--- src/mcd_pkg.sv ---
// constants shared by the manchester codec
package mcd_pkg;

  // ----------------------------------------------------------------
  // synchronised pin vector layout
  // ----------------------------------------------------------------
  localparam int PIN_COUNT = 12;
  localparam int PIN_RX_CLOCK = 0;
  localparam int PIN_RX_POS = 1;
  localparam int PIN_RX_NEG = 2;
  localparam int PIN_RX_UNI = 3;
  localparam int PIN_DEC_RST = 4;
  localparam int PIN_MCLR = 5;
  localparam int PIN_ENC_CLK = 6;
  localparam int PIN_INHIBIT = 7;
  localparam int PIN_TX_DATA = 8;
  localparam int PIN_TX_EN = 9;
  localparam int PIN_SYNC_SEL = 10;
  localparam int PIN_SEND_CLK = 11;

  // ----------------------------------------------------------------
  // decoder timing, in rx_clock samples; word positions in bit cells
  // ----------------------------------------------------------------
  localparam logic [3:0] RX_OVERSAMPLE = 4'hc;
  localparam logic [3:0] RX_PHASE_LAST = 4'hb;
  localparam logic [3:0] RX_HALF = 4'h6;
  localparam logic [3:0] RX_SAMPLE_A = 4'h3;
  localparam logic [3:0] RX_SAMPLE_B = 4'h9;
  localparam logic [4:0] SYNC_RUN_MIN = 5'h11;
  localparam logic [4:0] SYNC_RUN_MAX = 5'h13;
  localparam logic [4:0] RUN_SAT = 5'h1f;
  localparam logic [4:0] RX_LAST_BIT = 5'h10;
  localparam logic [4:0] RX_OUT_LAG = 5'h02;
  localparam logic [4:0] RX_OUT_END = 5'h11;

  // ----------------------------------------------------------------
  // encoder timing in tx_shift_clock periods, divider count in enc_clk_in ticks
  // ----------------------------------------------------------------
  localparam logic [4:0] ENC_LAST_PERIOD = 5'h13;
  localparam logic [4:0] ENC_SYNC_SWAP = 5'h02;
  localparam logic [4:0] ENC_DATA_FIRST = 5'h03;
  localparam logic [4:0] ENC_SD_FIRST = 5'h02;
  localparam logic [4:0] ENC_SD_LAST = 5'h11;
  localparam logic [1:0] DIV_SIX_HALF = 2'h2;

  typedef enum logic [1:0] {
    MCD_HUNT = 2'b00,
    MCD_SYNC_B = 2'b01,
    MCD_BITS = 2'b10
  } mcd_rx_state_type;

endpackage

--- src/mcd_codec.sv ---
// manchester ii encoder and decoder, one clock, pins oversampled
`timescale 1ns/1ps

module mcd_codec import mcd_pkg::*; (
  input wire logic clk,
  input wire logic reset_n,
  input wire logic master_clear,
  input wire logic rx_clock,
  input wire logic rx_pos_in,
  input wire logic rx_neg_in,
  input wire logic rx_unipolar_in,
  input wire logic decoder_reset,
  output logic rx_valid_word,
  output logic take_data,
  output logic rx_serial_out,
  output logic rx_shift_clock,
  output logic rx_cmd_sync_flag,
  input wire logic enc_clk_in,
  input wire logic tx_send_clock,
  input wire logic tx_output_inhibit,
  input wire logic tx_serial_in,
  input wire logic tx_enable,
  input wire logic sync_select,
  output logic tx_shift_clock,
  output logic send_data,
  output logic tx_pos_out,
  output logic tx_neg_out,
  output logic div_six_out
);

  // ----------------------------------------------------------------
  // pin synchronisers
  // ----------------------------------------------------------------
  logic [PIN_COUNT-1:0] pins;
  logic [PIN_COUNT-1:0] pin_s1_r;
  logic [PIN_COUNT-1:0] pin_s2_r;
  logic [PIN_COUNT-1:0] pin_s3_r;

  assign pins = {tx_send_clock, sync_select, tx_enable, tx_serial_in, tx_output_inhibit,
                 enc_clk_in, master_clear, decoder_reset, rx_unipolar_in, rx_neg_in,
                 rx_pos_in, rx_clock};

  // s3 is only an edge-detect delay on the already synchronised s2
  always_ff @(posedge clk) begin
    if (!reset_n) begin
      pin_s1_r <= '0;
      pin_s2_r <= '0;
      pin_s3_r <= '0;
    end else begin
      pin_s1_r <= pins;
      pin_s2_r <= pin_s1_r;
      pin_s3_r <= pin_s2_r;
    end
  end

  logic clear;
  logic rx_tick;
  logic tx_tick;
  logic ec_tick;
  logic line;
  logic bus_idle;

  assign clear = !reset_n || pin_s2_r[PIN_MCLR];
  assign rx_tick = pin_s2_r[PIN_RX_CLOCK] && !pin_s3_r[PIN_RX_CLOCK];
  assign tx_tick = pin_s2_r[PIN_SEND_CLK] && !pin_s3_r[PIN_SEND_CLK];
  assign ec_tick = pin_s2_r[PIN_ENC_CLK] && !pin_s3_r[PIN_ENC_CLK];
  // unused path sits low (pos low / unipolar low), so an or serves both inputs
  assign line = pin_s2_r[PIN_RX_UNI] || (pin_s2_r[PIN_RX_POS] && !pin_s2_r[PIN_RX_NEG]);
  // an undriven pair reads low like the negative state; a data sync opens
  // at that level, so idle samples must not count towards its run
  assign bus_idle = !pin_s2_r[PIN_RX_POS] && !pin_s2_r[PIN_RX_NEG];

  // ----------------------------------------------------------------
  // decoder
  // ----------------------------------------------------------------
  mcd_rx_state_type rx_state_r;
  logic [3:0] phase_r;
  logic [3:0] phase_nxt;
  logic [4:0] run_r;
  logic last_r;
  logic first_half_r;
  logic cmd_r;
  logic err_r;
  logic [4:0] bit_idx_r;
  logic [16:0] bits_r;
  logic rx_valid_word_r;
  logic take_data_r;
  logic rx_serial_out_r;
  logic rx_shift_clock_r;
  logic rx_cmd_sync_flag_r;
  logic [4:0] out_idx;
  logic cell_bad;

  always_comb begin
    phase_nxt = (phase_r == RX_PHASE_LAST) ? 4'h0 : phase_r + 4'h1;
    out_idx = bit_idx_r - RX_OUT_LAG;
    cell_bad = (line == first_half_r);
  end

  // the bit phase free-runs while hunting so the shift clock never stops
  always_ff @(posedge clk) begin
    if (clear) begin
      phase_r <= '0;
      rx_shift_clock_r <= 1'b0;
      run_r <= '0;
      last_r <= 1'b0;
    end else if (rx_tick) begin
      phase_r <= (rx_state_r == MCD_SYNC_B && run_r == SYNC_RUN_MIN && line == last_r) ?
                 RX_PHASE_LAST : phase_nxt;
      rx_shift_clock_r <= (phase_nxt >= RX_HALF);
      last_r <= line;
      if (bus_idle) begin
        run_r <= '0;
      end else if (line != last_r) begin
        run_r <= 5'h01;
      end else if (run_r != RUN_SAT) begin
        run_r <= run_r + 5'h01;
      end
    end
  end

  always_ff @(posedge clk) begin
    if (clear) begin
      rx_state_r <= MCD_HUNT;
      first_half_r <= 1'b0;
      cmd_r <= 1'b0;
      err_r <= 1'b0;
      bit_idx_r <= '0;
      bits_r <= '0;
      rx_valid_word_r <= 1'b0;
      take_data_r <= 1'b0;
      rx_serial_out_r <= 1'b0;
      rx_cmd_sync_flag_r <= 1'b0;
    end else if (rx_tick) begin
      if (pin_s2_r[PIN_DEC_RST] && phase_nxt == RX_HALF) begin
        rx_state_r <= MCD_HUNT;
        take_data_r <= 1'b0;
        rx_cmd_sync_flag_r <= 1'b0;
      end else begin
        case (rx_state_r)
          MCD_HUNT: begin
            // sync is 1.5 bit times at one level then 1.5 at the other
            if (!bus_idle && line != last_r && run_r >= SYNC_RUN_MIN &&
                run_r <= SYNC_RUN_MAX) begin
              rx_state_r <= MCD_SYNC_B;
              cmd_r <= last_r;
            end
          end
          MCD_SYNC_B: begin
            if (line != last_r) begin
              rx_state_r <= MCD_HUNT;
            end else if (run_r == SYNC_RUN_MIN) begin
              rx_state_r <= MCD_BITS;
              bit_idx_r <= '0;
              err_r <= 1'b0;
            end
          end
          MCD_BITS: begin
            if (phase_nxt == RX_SAMPLE_A) begin
              first_half_r <= line;
            end
            if (phase_nxt == RX_SAMPLE_B && bit_idx_r <= RX_LAST_BIT) begin
              bits_r[bit_idx_r] <= first_half_r;
              err_r <= err_r || cell_bad;
              if (bit_idx_r == 5'h01 && (err_r || cell_bad)) begin
                rx_state_r <= MCD_HUNT;
              end
            end
            if (phase_nxt == 4'h0 && bit_idx_r >= RX_OUT_LAG) begin
              take_data_r <= 1'b1;
              rx_cmd_sync_flag_r <= cmd_r;
              rx_serial_out_r <= bits_r[out_idx[3:0]];
              if (bit_idx_r == RX_OUT_LAG) begin
                rx_valid_word_r <= 1'b0;
              end
            end
            if (phase_nxt == RX_PHASE_LAST) begin
              bit_idx_r <= bit_idx_r + 5'h01;
              if (bit_idx_r == RX_OUT_END) begin
                rx_state_r <= MCD_HUNT;
                take_data_r <= 1'b0;
                rx_cmd_sync_flag_r <= 1'b0;
                rx_valid_word_r <= !err_r && (^bits_r);
              end
            end
          end
          default: rx_state_r <= MCD_HUNT;
        endcase
      end
    end
  end

  // ----------------------------------------------------------------
  // encoder
  // ----------------------------------------------------------------
  logic half_r;
  logic enc_active_r;
  logic [4:0] per_r;
  logic [4:0] per_nxt;
  logic enc_cmd_r;
  logic data_bit_r;
  logic ones_r;
  logic tx_line_r;
  logic tx_drive_r;
  logic tx_shift_clock_r;
  logic send_data_r;
  logic tx_pos_out_r;
  logic tx_neg_out_r;
  logic continuing;
  logic starting;

  // first half-cell level of period q; the second half inverts it except in sync periods 0 and 2
  function automatic logic first_level(input logic [4:0] q, input logic cmd,
                                       input logic dbit, input logic ones);
    logic lvl;
    lvl = cmd;
    if (q == ENC_SYNC_SWAP) begin
      lvl = !cmd;
    end else if (q == ENC_LAST_PERIOD) begin
      lvl = !ones;
    end else if (q >= ENC_DATA_FIRST) begin
      lvl = dbit;
    end
    return lvl;
  endfunction

  always_comb begin
    continuing = enc_active_r && per_r != ENC_LAST_PERIOD;
    starting = !continuing && pin_s2_r[PIN_TX_EN];
    per_nxt = continuing ? per_r + 5'h01 : 5'h00;
  end

  always_ff @(posedge clk) begin
    if (clear) begin
      half_r <= 1'b0;
      tx_shift_clock_r <= 1'b0;
      enc_active_r <= 1'b0;
      per_r <= '0;
      enc_cmd_r <= 1'b0;
      data_bit_r <= 1'b0;
      ones_r <= 1'b0;
      tx_line_r <= 1'b0;
      tx_drive_r <= 1'b0;
      send_data_r <= 1'b0;
    end else if (tx_tick) begin
      half_r <= !half_r;
      tx_shift_clock_r <= !half_r;
      if (half_r) begin
        // falling shift clock edge opens a new period
        enc_active_r <= continuing || starting;
        tx_drive_r <= continuing || starting;
        per_r <= per_nxt;
        send_data_r <= (continuing || starting) && per_nxt >= ENC_SD_FIRST &&
                       per_nxt <= ENC_SD_LAST;
        if (starting) begin
          enc_cmd_r <= pin_s2_r[PIN_SYNC_SEL];
          ones_r <= 1'b0;
          tx_line_r <= pin_s2_r[PIN_SYNC_SEL];
        end else begin
          tx_line_r <= first_level(per_nxt, enc_cmd_r, data_bit_r, ones_r);
        end
      end else begin
        if (send_data_r) begin
          data_bit_r <= pin_s2_r[PIN_TX_DATA];
          ones_r <= ones_r ^ pin_s2_r[PIN_TX_DATA];
        end
        if (per_r == 5'h00) begin
          tx_line_r <= enc_cmd_r;
        end else if (per_r < ENC_DATA_FIRST) begin
          tx_line_r <= !enc_cmd_r;
        end else begin
          tx_line_r <= !tx_line_r;
        end
      end
    end
  end

  always_ff @(posedge clk) begin
    if (!reset_n) begin
      tx_pos_out_r <= 1'b1;
      tx_neg_out_r <= 1'b1;
    end else begin
      tx_pos_out_r <= !(tx_drive_r && tx_line_r && pin_s2_r[PIN_INHIBIT]);
      tx_neg_out_r <= !(tx_drive_r && !tx_line_r && pin_s2_r[PIN_INHIBIT]);
    end
  end

  // ----------------------------------------------------------------
  // divide-by-six on enc_clk_in
  // ----------------------------------------------------------------
  logic [1:0] div_cnt_r;
  logic div_six_out_r;

  always_ff @(posedge clk) begin
    if (clear) begin
      div_cnt_r <= '0;
      div_six_out_r <= 1'b0;
    end else if (ec_tick) begin
      if (div_cnt_r == DIV_SIX_HALF) begin
        div_cnt_r <= '0;
        div_six_out_r <= !div_six_out_r;
      end else begin
        div_cnt_r <= div_cnt_r + 2'h1;
      end
    end
  end

  assign rx_valid_word = rx_valid_word_r;
  assign take_data = take_data_r;
  assign rx_serial_out = rx_serial_out_r;
  assign rx_shift_clock = rx_shift_clock_r;
  assign rx_cmd_sync_flag = rx_cmd_sync_flag_r;
  assign tx_shift_clock = tx_shift_clock_r;
  assign send_data = send_data_r;
  assign tx_pos_out = tx_pos_out_r;
  assign tx_neg_out = tx_neg_out_r;
  assign div_six_out = div_six_out_r;

endmodule // mcd_codec

--- config.mk ---
export PLATFORM = sky130hd
export DESIGN_NAME = mcd_codec
export DESIGN_NICKNAME = d
export VERILOG_FILES = /design/src/mcd_pkg.sv /design/src/mcd_codec.sv
export SDC_FILE = /design/constraint.sdc
export NUM_CORES = 1
export LEC_CHECK = 0
export ABC_CLOCK_PERIOD_IN_PS = 1900
export BUFFER_PORTS_ARGS = -buffer_cell sky130_fd_sc_hd__buf_4
export CORE_MARGIN = 2
export CORE_UTILIZATION = 55
export CTS_CLUSTER_SIZE = 40
export DETAILED_ROUTE_END_ITERATION = 10
export PLACE_DENSITY_LB_ADDON = 0.25
export REMOVE_ABC_BUFFERS = 1
export SLEW_MARGIN = 20
export SYNTH_ARGS = -nofsm -noshare
export SYNTH_HDL_FRONTEND = slang
export SYNTH_SLANG_ARGS = --single-unit
export TNS_END_PERCENT = 30
--- constraint.sdc ---
create_clock -name clk -period 1.9 [get_ports clk]
set_input_delay 0.38 -clock clk [delete_from_list [all_inputs] [get_ports clk]]
set_output_delay 0.38 -clock clk [all_outputs]
set_load 0.1 [all_outputs]
Word level (Yosys, flattened, before mapping). Cells that the tools add are included.

Word-level logic and storage cells: 196. Bits in registers: 95. Output and inout port bits: 10.

Add/sub/neg operators: 6. Magnitude comparators: 12. Bitwise logic cells: 3. Muxes and demuxes: 53. Equal/unequal tests: 26. Reduce and logical (&&, ||, !) cells: 67.

Operators by type and width (count): $mux W5 (7); $mux W1 (29); $logic_and A1 B1 Y1 (24); $mux W2 (9); $bwmux W17 (1); $reduce_xor A17 Y1 (1); $logic_not A1 Y1 (16); $reduce_and A4 Y1 (4); $add A5 B1 Y5 const B (3); $eq A5 B5 Y1 const B (3); $ge A5 B2 Y1 const B (3); $le A5 B5 Y1 const B (3); $reduce_and A3 Y1 (5); $eq A4 B4 Y1 const B (3); $reduce_and A6 Y1 (2); $eq A5 B2 Y1 const B (2); $ne A5 B5 Y1 const B (2); $pmux W5 S2 (1); $mux W4 (2); $reduce_and A2 Y1 (4); $lt A4 B6 Y1 const B (1); $lt A5 B6 Y1 const B (1); $ne A2 B2 Y1 const B (3); $pmux W2 S3 (1); other kinds (28) (37).

Logic depth before layout (Yosys ltp). Gate-level depths: netlist (run 1).

Word-level depth: 12. Gate-level depth with buffers: 10.

Worst setup path before layout (run 1). OpenSTA, ideal clock, no wires.

Path kind: reg-to-reg. From: register per_r[0]. To: register tx_line_r. Path slack: -0.165 ns. Data arrival time: 1.938 ns. Period minus slack after synthesis: 2.065 ns. Cell stages (with the launch flop): 9. Library setup time: 0.128 ns. Cell sequence: dfxtp_1 > buf_2 > inv_1 > ha_1 > or4_1 > nand4_1 > a21boi_1 > a221o_1 > o2bb2ai_1.

Cells in the longest elaborated chain, start to end: 9. Elaborated cells between the ends (all ways): 18.

RTL lines: from (decl) (RTL line mcd_codec.sv:198) `logic [4:0] per_r;`; from (signal assigned) (RTL line mcd_codec.sv:252) `per_r <= per_nxt;`; branches (longest 8 deep; another with $add A5 B1 Y5); $mux W1 * (RTL line mcd_codec.sv:248) `if (half_r) begin`; to (signal assigned) (RTL line mcd_codec.sv:258) `tx_line_r <= pin_s2_r[PIN_SYNC_SEL];`; to (signal assigned) (RTL line mcd_codec.sv:260) `tx_line_r <= first_level(per_nxt, enc_cmd_r, data_bit_r, ones_r);`; to (signal assigned) (RTL line mcd_codec.sv:268) `tx_line_r <= enc_cmd_r;`; to (decl) (RTL line mcd_codec.sv:203) `logic tx_line_r;`.

Mark *: on every way between the ends. A chain may end at the register's enable or synchronous reset.

Worst setup path after layout (run 1).
From: register phase_r[1]. To: register bit_idx_r[0].

Cells in the longest elaborated chain, start to end: 6. Elaborated cells between the ends (all ways): 9.

RTL lines: from (decl) (RTL line mcd_codec.sv:77) `logic [3:0] phase_r;`; from (signal assigned) (RTL line mcd_codec.sv:108) `phase_r <= (rx_state_r == MCD_SYNC_B && run_r == SYNC_RUN_MIN && line == last_r) ?`; $add A4 B1 Y4 / $eq A4 B4 Y1 (equally long branches) (RTL line mcd_codec.sv:95) `phase_nxt = (phase_r == RX_PHASE_LAST) ? 4'h0 : phase_r + 4'h1;`; $mux W4 * (RTL line mcd_codec.sv:95); branches (longest 3 deep; another with $eq A4 B4 Y1); $reduce_and A6 Y1 (no line) *; to (signal assigned) (RTL line mcd_codec.sv:178) `bit_idx_r <= bit_idx_r + 5'h01;`; to (decl) (RTL line mcd_codec.sv:84) `logic [4:0] bit_idx_r;`.

Marked as above.

==> results of run 1 <==
[layout by cell type (no fill, tap or decap), types with 3 or more instances in the layout]
cell | synthesis | routed
buf_4 | 0 | 82
dfxtp_1 | 86 | 75
nor2_1 | 47 | 44
and2_1 | 32 | 31
nand2_1 | 28 | 26
a21oi_1 | 30 | 26
mux2i_1 | 24 | 24
nand4_1 | 21 | 21
xnor2_1 | 17 | 17
inv_1 | 15 | 12
nor3_1 | 15 | 12
ha_1 | 17 | 12
o21ai_0 | 12 | 11
clkbuf_8 | 0 | 11
nand3_1 | 9 | 9
a211oi_1 | 8 | 8
dfxtp_2 | 0 | 8
xor2_1 | 7 | 7
nand2b_1 | 8 | 7
or4_1 | 7 | 5
mux4_2 | 5 | 5
nor2b_1 | 7 | 4
nand4b_1 | 4 | 4
o31ai_1 | 6 | 4
nor2_2 | 0 | 3
o22ai_1 | 5 | 3
nor2b_4 | 1 | 3
a21o_1 | 3 | 3
o21ai_1 | 2 | 3
a21oi_2 | 0 | 3
a31oi_1 | 3 | 3
ha_4 | 0 | 3
dfxtp_4 | 0 | 3
[power groups by stage]
stage / logic, uW / clock network (uW) / registers (uW)
5_1_grt: 248 / 1450 / 1850
4_1_cts: 216 / 1380 / 1850
3_5_place_dp: 210 / 0 / 1890
3_3_place_gp: 207 / 0 / 1890
2_1_floorplan: 106 / 0 / 1900
6_report: 229 / 1360 / 1850
[synth_stat cells (2+ instances only)]
| master | instances |
|---|---|
| ha_1 | 17 |
| nand3_1 | 9 |
| nor4bb_1 | 3 |
| o211ai_1 | 2 |
| or4_1 | 7 |
| a31oi_1 | 3 |
| a21oi_1 | 30 |
| and3b_1 | 2 |
| nand2b_1 | 8 |
| nand4_1 | 21 |
| dfxtp_1 | 86 |
| mux4_2 | 5 |
| nor3b_1 | 3 |
| buf_2 | 13 |
| nand3b_1 | 2 |
| nor2b_1 | 7 |
| a21boi_1 | 2 |
| mux2i_1 | 24 |
| nand4b_1 | 4 |
| xnor2_1 | 17 |
| o31a_1 | 2 |
| xor2_1 | 7 |
| o22ai_1 | 5 |
| a21o_1 | 3 |
| o2bb2ai_1 | 2 |
| o31ai_1 | 6 |
| nor4_1 | 2 |
| or3_1 | 2 |
| a211oi_1 | 8 |
| nand2_1 | 28 |
| clkbuf_1 | 19 |
| o21ai_1 | 2 |
| nor3_1 | 15 |
| nor2_1 | 47 |
| a21boi_0 | 2 |
| and2_1 | 32 |
| o21ai_0 | 12 |
| a22oi_1 | 2 |
| inv_1 | 15 |
[logic make-up (layout without fill, tap and decap cells)]
logic type | count (synthesis) | count (layout) | share of synthesized area [%]
AOI/OAI and AO/OA | 100 | 100 | 15.7
and+or+nand+nor | 200 | 200 | 24.8
DFF | 86 | 86 | 38.1
xor gates and xnor gates | 24 | 24 | 4.65
buffers and inverters | 47 | 116 | 4.27
muxes | 29 | 29 | 7.81
adders and majority gates | 17 | 17 | 4.71
[state kept, by name, indices dropped and copies added (netlist names), 2 cells and up]
register    flops
pin_s1_r       12
per_r           5
bits_r         17
phase_r         4
rx_state_r      2
run_r           5
pin_s3_r        3
pin_s2_r       12
div_cnt_r       2
bit_idx_r       5
[stage by stage]
step                util, %  setup WS [ns]  setup TNS (ns)  cells
finish                 70.1        -0.0367         -0.0516    677
global route           70.1        -0.0880          -0.647    677
CTS                    67.0      -0.000925       -0.000925    671
detailed placement     63.0         -0.126          -0.825    654
global placement       63.0        -0.0827          -0.310    654
floorplan                 -         -0.365           -3.39    471
[area by class of cell]
class / instances / area, sq um
Sequential cell: 86 / 1740
Inverter: 15 / 58.8
Clock buffer: 12 / 155
Tap cell: 105 / 131
Timing Repair Buffer: 85 / 658
Fill cell: 649 / 2420
Clock inverter: 4 / 53.8
Multi-Input combinational cell: 370 / 2870
[worst max-delay path, delay by kind of cell, from the launching register on]
kind,cells,cell delay (ns)
flops,1,0.35
simple gates,2,0.67
fa+ha+maj,1,0.19
compound gates,4,0.66
[per-layer routing]
metal,part of all wire (%),global-route usage (%),wire (microns),vias to the layer above
li1,-,-,-,1932
met1,45,32.3,4960,1896
met2,49,40.2,5420,113
met3,4.6,3.75,512,17
met4,1.7,8.33,191,0
met5,0,0,0,-
[what timing repair did]
item	in CTS	in global routing
pin swaps	4	22
setup endpoints to repair	19	34
endpoints found under the hold margin	0	0
resized for setup	24	50
buffers inserted	1	6
[worst min-delay path by stage]
stage / start / to / slack (ns) / depth (start not counted)
2_1_floorplan: pin_s2_r[7] / tx_neg_out / 0.38 / 1
3_3_place_gp: pin_s1_r[5] / pin_s2_r[5] / 0.42 / 1
3_5_place_dp: pin_s2_r[7] / tx_neg_out / 0.41 / 1
4_1_cts: enc_clk_in / pin_s1_r[6] / 0.22 / 2
5_1_grt: enc_clk_in / pin_s1_r[6] / 0.22 / 2
6_report: enc_clk_in / pin_s1_r[6] / 0.23 / 2
==> run metrics, run 1 <==
status finished with violations; failing checks setup timing; Final Hold Fails 0; Yosys top cell area share 38.1%; proportion of layout cells with a drive suffix above 1 ~29%; Seq pwr share between 50% and 60%; Total GRT Usage 24.3%; Critical-path top delay cell or4_4; Die Span Y between 90 and 100 microns; antenna-violating nets left 0; clock buffer depth 2; top post-synthesis cells by area dfxtp_1 (38%), mux2i_1 (5.3%), ha_1 (4.7%), and2_1 (4.4%), nor2_1 (3.9%); logic gate share of total power 6.7%; CP arrival approximately 2.2 ns; Via-to-Cell Ratio 5.85; Critical Path Source phase_r[1]; DRT Pass-1 Iters 5; Setup Skew about 0.015 ns; DR iter-0 viols 180; worst reg2reg setup slack -0.04 ns; R2R Path End bit_idx_r[0]; Syn Inst Count just over 500; Seq/Total Area, Yosys a little under two fifths; CP Class reg2reg; ys flop type dfxtp_1; Worst Setup EP bit_idx_r[0]; total power 3440 uW; worst hold path class in2reg; CTS Hold Bufs 0; Clock Pin Slew Worst Setup and Hold Paths 0.09 ns; DRC violations left 0; period utilisation layout 102%; Clock Latency Late Sink 0.35 ns; worst relative slew slack a little over three fifths; Starting Density around 56%; Max Freq approximately 520 MHz; clock share of power about two fifths; reg2reg start phase_r[1]; critical path capture point type flip-flop; register bit total from synthesis between 80 and 90; H-tree depth 3; Final #Nets around 600; antenna violations before repair 0; first-pass GRT wire length 17.0 mm; CTS sink count 86; slowest stage delay, CP around 0.52 ns; largest net degree at the start of global routing 32; die footprint roughly 0.0090 sq mm; Placed Area 0.00510 sq mm; # IOs 24; half-perimeter wire length after placement between 7 and 8 mm; P_sw between 800 and 900 uW; Int Pwr roughly 2600 uW; core area 0.00809 sq mm; RSZ-0062 raised after global routing true; cells along the critical path ha_4 > nor2b_4 > a21oi_4 > o22a_1 > o21ai_4 > or4_4 > a21oi_2; Setup WS post-layout -0.0367 ns; Antenna Cells 0; Area growth, synth to finish 25.5%; required time of the worst setup path about 2.2 ns; Power Dens Cells around 610 mW/mm^2; Synth area leader dfxtp_1; switching part of the total power 24.2%; final wirelength 11.1 mm; max-slew violations 0; GR Overflow Total 0; site row count 33; Peak VDD IR 0.485 mV; number of flops mapped to enable cells by yosys 0; Routability Congestion ~0.9; vias in the first global route approximately 3600; input/output buffers 23; Die W 94.6 microns; Avg WL per Cell roughly 16 microns; fin crit period between 1.5 and 2 ns; max-cap violations 0; Worst setup SP type flip-flop; vias after detailed routing between 3000 and 4000; synthesized cell area around 0.0045 sq mm; CP Max Fanout 8; R2R depth 7; synth unique cells between 60 and 70; Worst Max-Slew Pin Slew between 0.5 and 0.6 ns; Leakage between 0.002 and 0.0025 uW; Design Area, Final ~0.0057 sq mm; Mapped Avg Cell Area 8.98 sq um; Root Buffer clkbuf_8; final setup fails 3; Post-synth ARST share 0%; Hold Slack 0.227 ns; CTS buffer count 9; TritonCTS clock tree yes; warning count from the yosys run 0
Note: power is estimated with default switching activity, not from simulation.
==> inputs of run 2 (changes only) <==
==> constraint.sdc (replaced) <==
create_clock -name clk -period 1.9 [get_ports clk]
set_input_delay 0.19 -clock clk [delete_from_list [all_inputs] [get_ports clk]]
set_output_delay 0.19 -clock clk [all_outputs]
set_load 0.1 [all_outputs]
==> run metrics, run 2 (synthesis results as in run 1) <==
status completed; die footprint 0.00895 sq mm (unchanged); critical path capture point type flip-flop; Starting Density 55.8% (unchanged); fin crit period 1.88 ns (-0.0530 ns); GR Util met1 31.9% (-0.38 points); Finished Core Util 69.8% (-0.29 points); Die W 94.6 microns (unchanged); Setup Skew 0.00943 ns (-0.00555 ns); Clock Latency Late Sink 0.36 ns (about the same); CP arrival 2.18 ns (-0.04 ns); site row count 33 (unchanged); final setup fails 0 (-3); period utilisation layout 99.1% (-2.8 points); Root Buffer clkbuf_8; Avg WL per Cell 16.0 microns (-2.2%); Antenna Cells 0 (unchanged); global route hottest layer met2; cells along the critical path ha_4 > nor2b_4 > a21oi_4 > o22a_1 > o21ai_4 > or4_1 > a21oi_1; P_sw 875 uW (+5.3%); dpl ws -0.0743 ns (+0.0513 ns); worst hold path class in2reg; Seq pwr share 53.9% (+0.2 points); Max Freq 531 MHz (+2.8%); Routability Congestion 0.892 (-0.95%); DRT Pass-1 Iters 4 (-1); vias in the first global route 3733 (+3.0%); input/output buffers 23 (unchanged); CTS sink count 86 (unchanged); Clock Pin Slew Worst Setup and Hold Paths 0.10 ns (about the same); switching part of the total power 25.6% (+1.4 points); DRC violations left 0 (unchanged); Die Span Y 94.6 microns (unchanged); Power Dens Cells 606 mW/mm^2 (about the same); Final Hold Fails 0 (unchanged); logic gate share of total power 6.7% (about the same); max-slew violations 0 (unchanged); CP Class reg2reg; Total Neg Setup Slack 0 ns (+0.0516 ns); final wirelength 10.7 mm (-3.2%); Via-to-Cell Ratio 5.90 (+0.97%); proportion of layout cells with a drive suffix above 1 28.1% (-1.1 points); max-cap violations 0 (unchanged); core area 0.00809 sq mm (unchanged); CP Max Fanout 7 (-1); Setup WS post-layout 0.0163 ns (+0.0530 ns); biggest regs bits_r: 17 flops, pin_s1_r: 12 flops, pin_s2_r: 12 flops; clock share of power 39.3% (-0.3 points); largest net degree at the start of global routing 32 (unchanged); Critical-path top delay cell or4_1; Total GRT Usage 24.3% (-0.028 points); Worst setup SP type flip-flop; met3 usage 3.75% (unchanged); worst relative slew slack 53.2% (-9.7 points); Reg with most FFs bits_r; Leakage 0.00221 uW (+0.96%); Worst Max-Slew Pin Slew 0.703 ns (+0.147 ns); required time of the worst setup path 2.19 ns (about the same); H-tree depth 3 (unchanged); half-perimeter wire length after placement 7.25 mm (-1.8%); DR iter-0 viols 217 (+21%); antenna violations before repair 0 (unchanged); Int Pwr 2550 uW (-2.3%); RSZ-0062 raised after global routing true; max reg flops 17 (unchanged); antenna-violating nets left 0 (unchanged); Peak VDD IR 0.538 mV (+11%); # IOs 24 (unchanged); clock buffer depth 2 (unchanged); Area growth, synth to finish 25.0%; most frequent cells in the layout dfxtp_1 (76), buf_4 (72), nor2_1 (46); GR Overflow Total 0 (unchanged); vias after detailed routing 3955 (-0.076%); slowest stage delay, CP 0.50 ns (-0.02 ns); GR Util met2 39.7% (-0.59 points); TritonCTS clock tree yes; CTS buffer count 9 (unchanged); Final #Nets 591 (-1.2%); most common cell after layout, fill and taps aside dfxtp_1; first-pass GRT wire length 17.2 mm (+0.89%)
[run 2: cell types whose count changed in the layout (fill, tap and decap cells not counted), moves of 2 or more]
cell | previous run | this run
dfxtp_4 | 3 | 5
buf_6 | 2 | 4
nor2_1 | 44 | 46
clkinv_4 | 0 | 3
buf_4 | 82 | 72
o31ai_1 | 4 | 1
nor2_2 | 3 | 1
o31ai_2 | 1 | 4
inv_2 | 2 | 0
dfxtp_2 | 8 | 5
nand2_4 | 0 | 2
clkbuf_8 | 11 | 9
clkinvlp_4 | 2 | 0
[run 2: power groups by stage]
stage	Clock (uW)	Sequential [uW]	Combinational (uW)
2_1_floorplan	0	1900	106
4_1_cts	1370	1850	214
6_report	1350	1850	231
3_5_place_dp	0	1890	212
3_3_place_gp	0	1890	209
5_1_grt	1460	1850	252
[run 2: layer usage]
layer	routed length [microns]	up-vias	share of wire (%)
li1	-	1920	-
met3	589	21	5.5
met4	201	0	1.9
met5	0	-	0
met2	5260	120	49
met1	4680	1894	44
[run 2: layout make-up]
type / count / area, sq um
multi-input combinational: 370 / 2880
fill: 647 / 2450
sequential: 86 / 1750
timing repair buffer: 78 / 621
tap: 105 / 131
clock buffer: 9 / 124
clock inverter: 7 / 81.3
inverter: 15 / 61.3
[run 2: worst max-delay path, delay by kind of cell, from the launching register on]
kind | cells | cell delay, ns
and+or+nand+nor | 2 | 0.64
AOI/OAI and AO/OA | 4 | 0.61
DFF | 1 | 0.37
adders and majority gates | 1 | 0.19
[run 2: timing repair]
| item | 4_1_cts | 5_1_grt |
|---|---|---|
| buffers inserted | 0 | 3 |
| pin swaps | 3 | 28 |
| gates resized for setup | 10 | 66 |
| cloned | 0 | 0 |
| hold buffers | 0 | 0 |
| setup endpoints to repair | 12 | 37 |
[run 2: path summary, 6_finish.rpt]
| kind | slack (ns) | to | start | depth (start not counted) |
|---|---|---|---|---|
| setup / recovery | 0.02 | bit_idx_r[0] | phase_r[1] | 7 |
| hold / removal | 0.03 | pin_s1_r[11] | tx_send_clock | 2 |
| setup reg to reg | 0.02 | bit_idx_r[0] | phase_r[1] | 7 |
| hold reg to reg | 0.44 | pin_s2_r[3] | pin_s1_r[3] | 1 |
[run 2: through the flow]
stage	hold WS [ns]	cell area (sq um)	power [uW]	instances
floorplan	0.283	4380	2010	471
global placement	0.399	5090	2100	651
detailed placement	0.401	5090	2100	651
CTS	0.0173	5340	3430	667
global route	0.0197	5650	3560	670
finish	0.0293	5650	3420	670
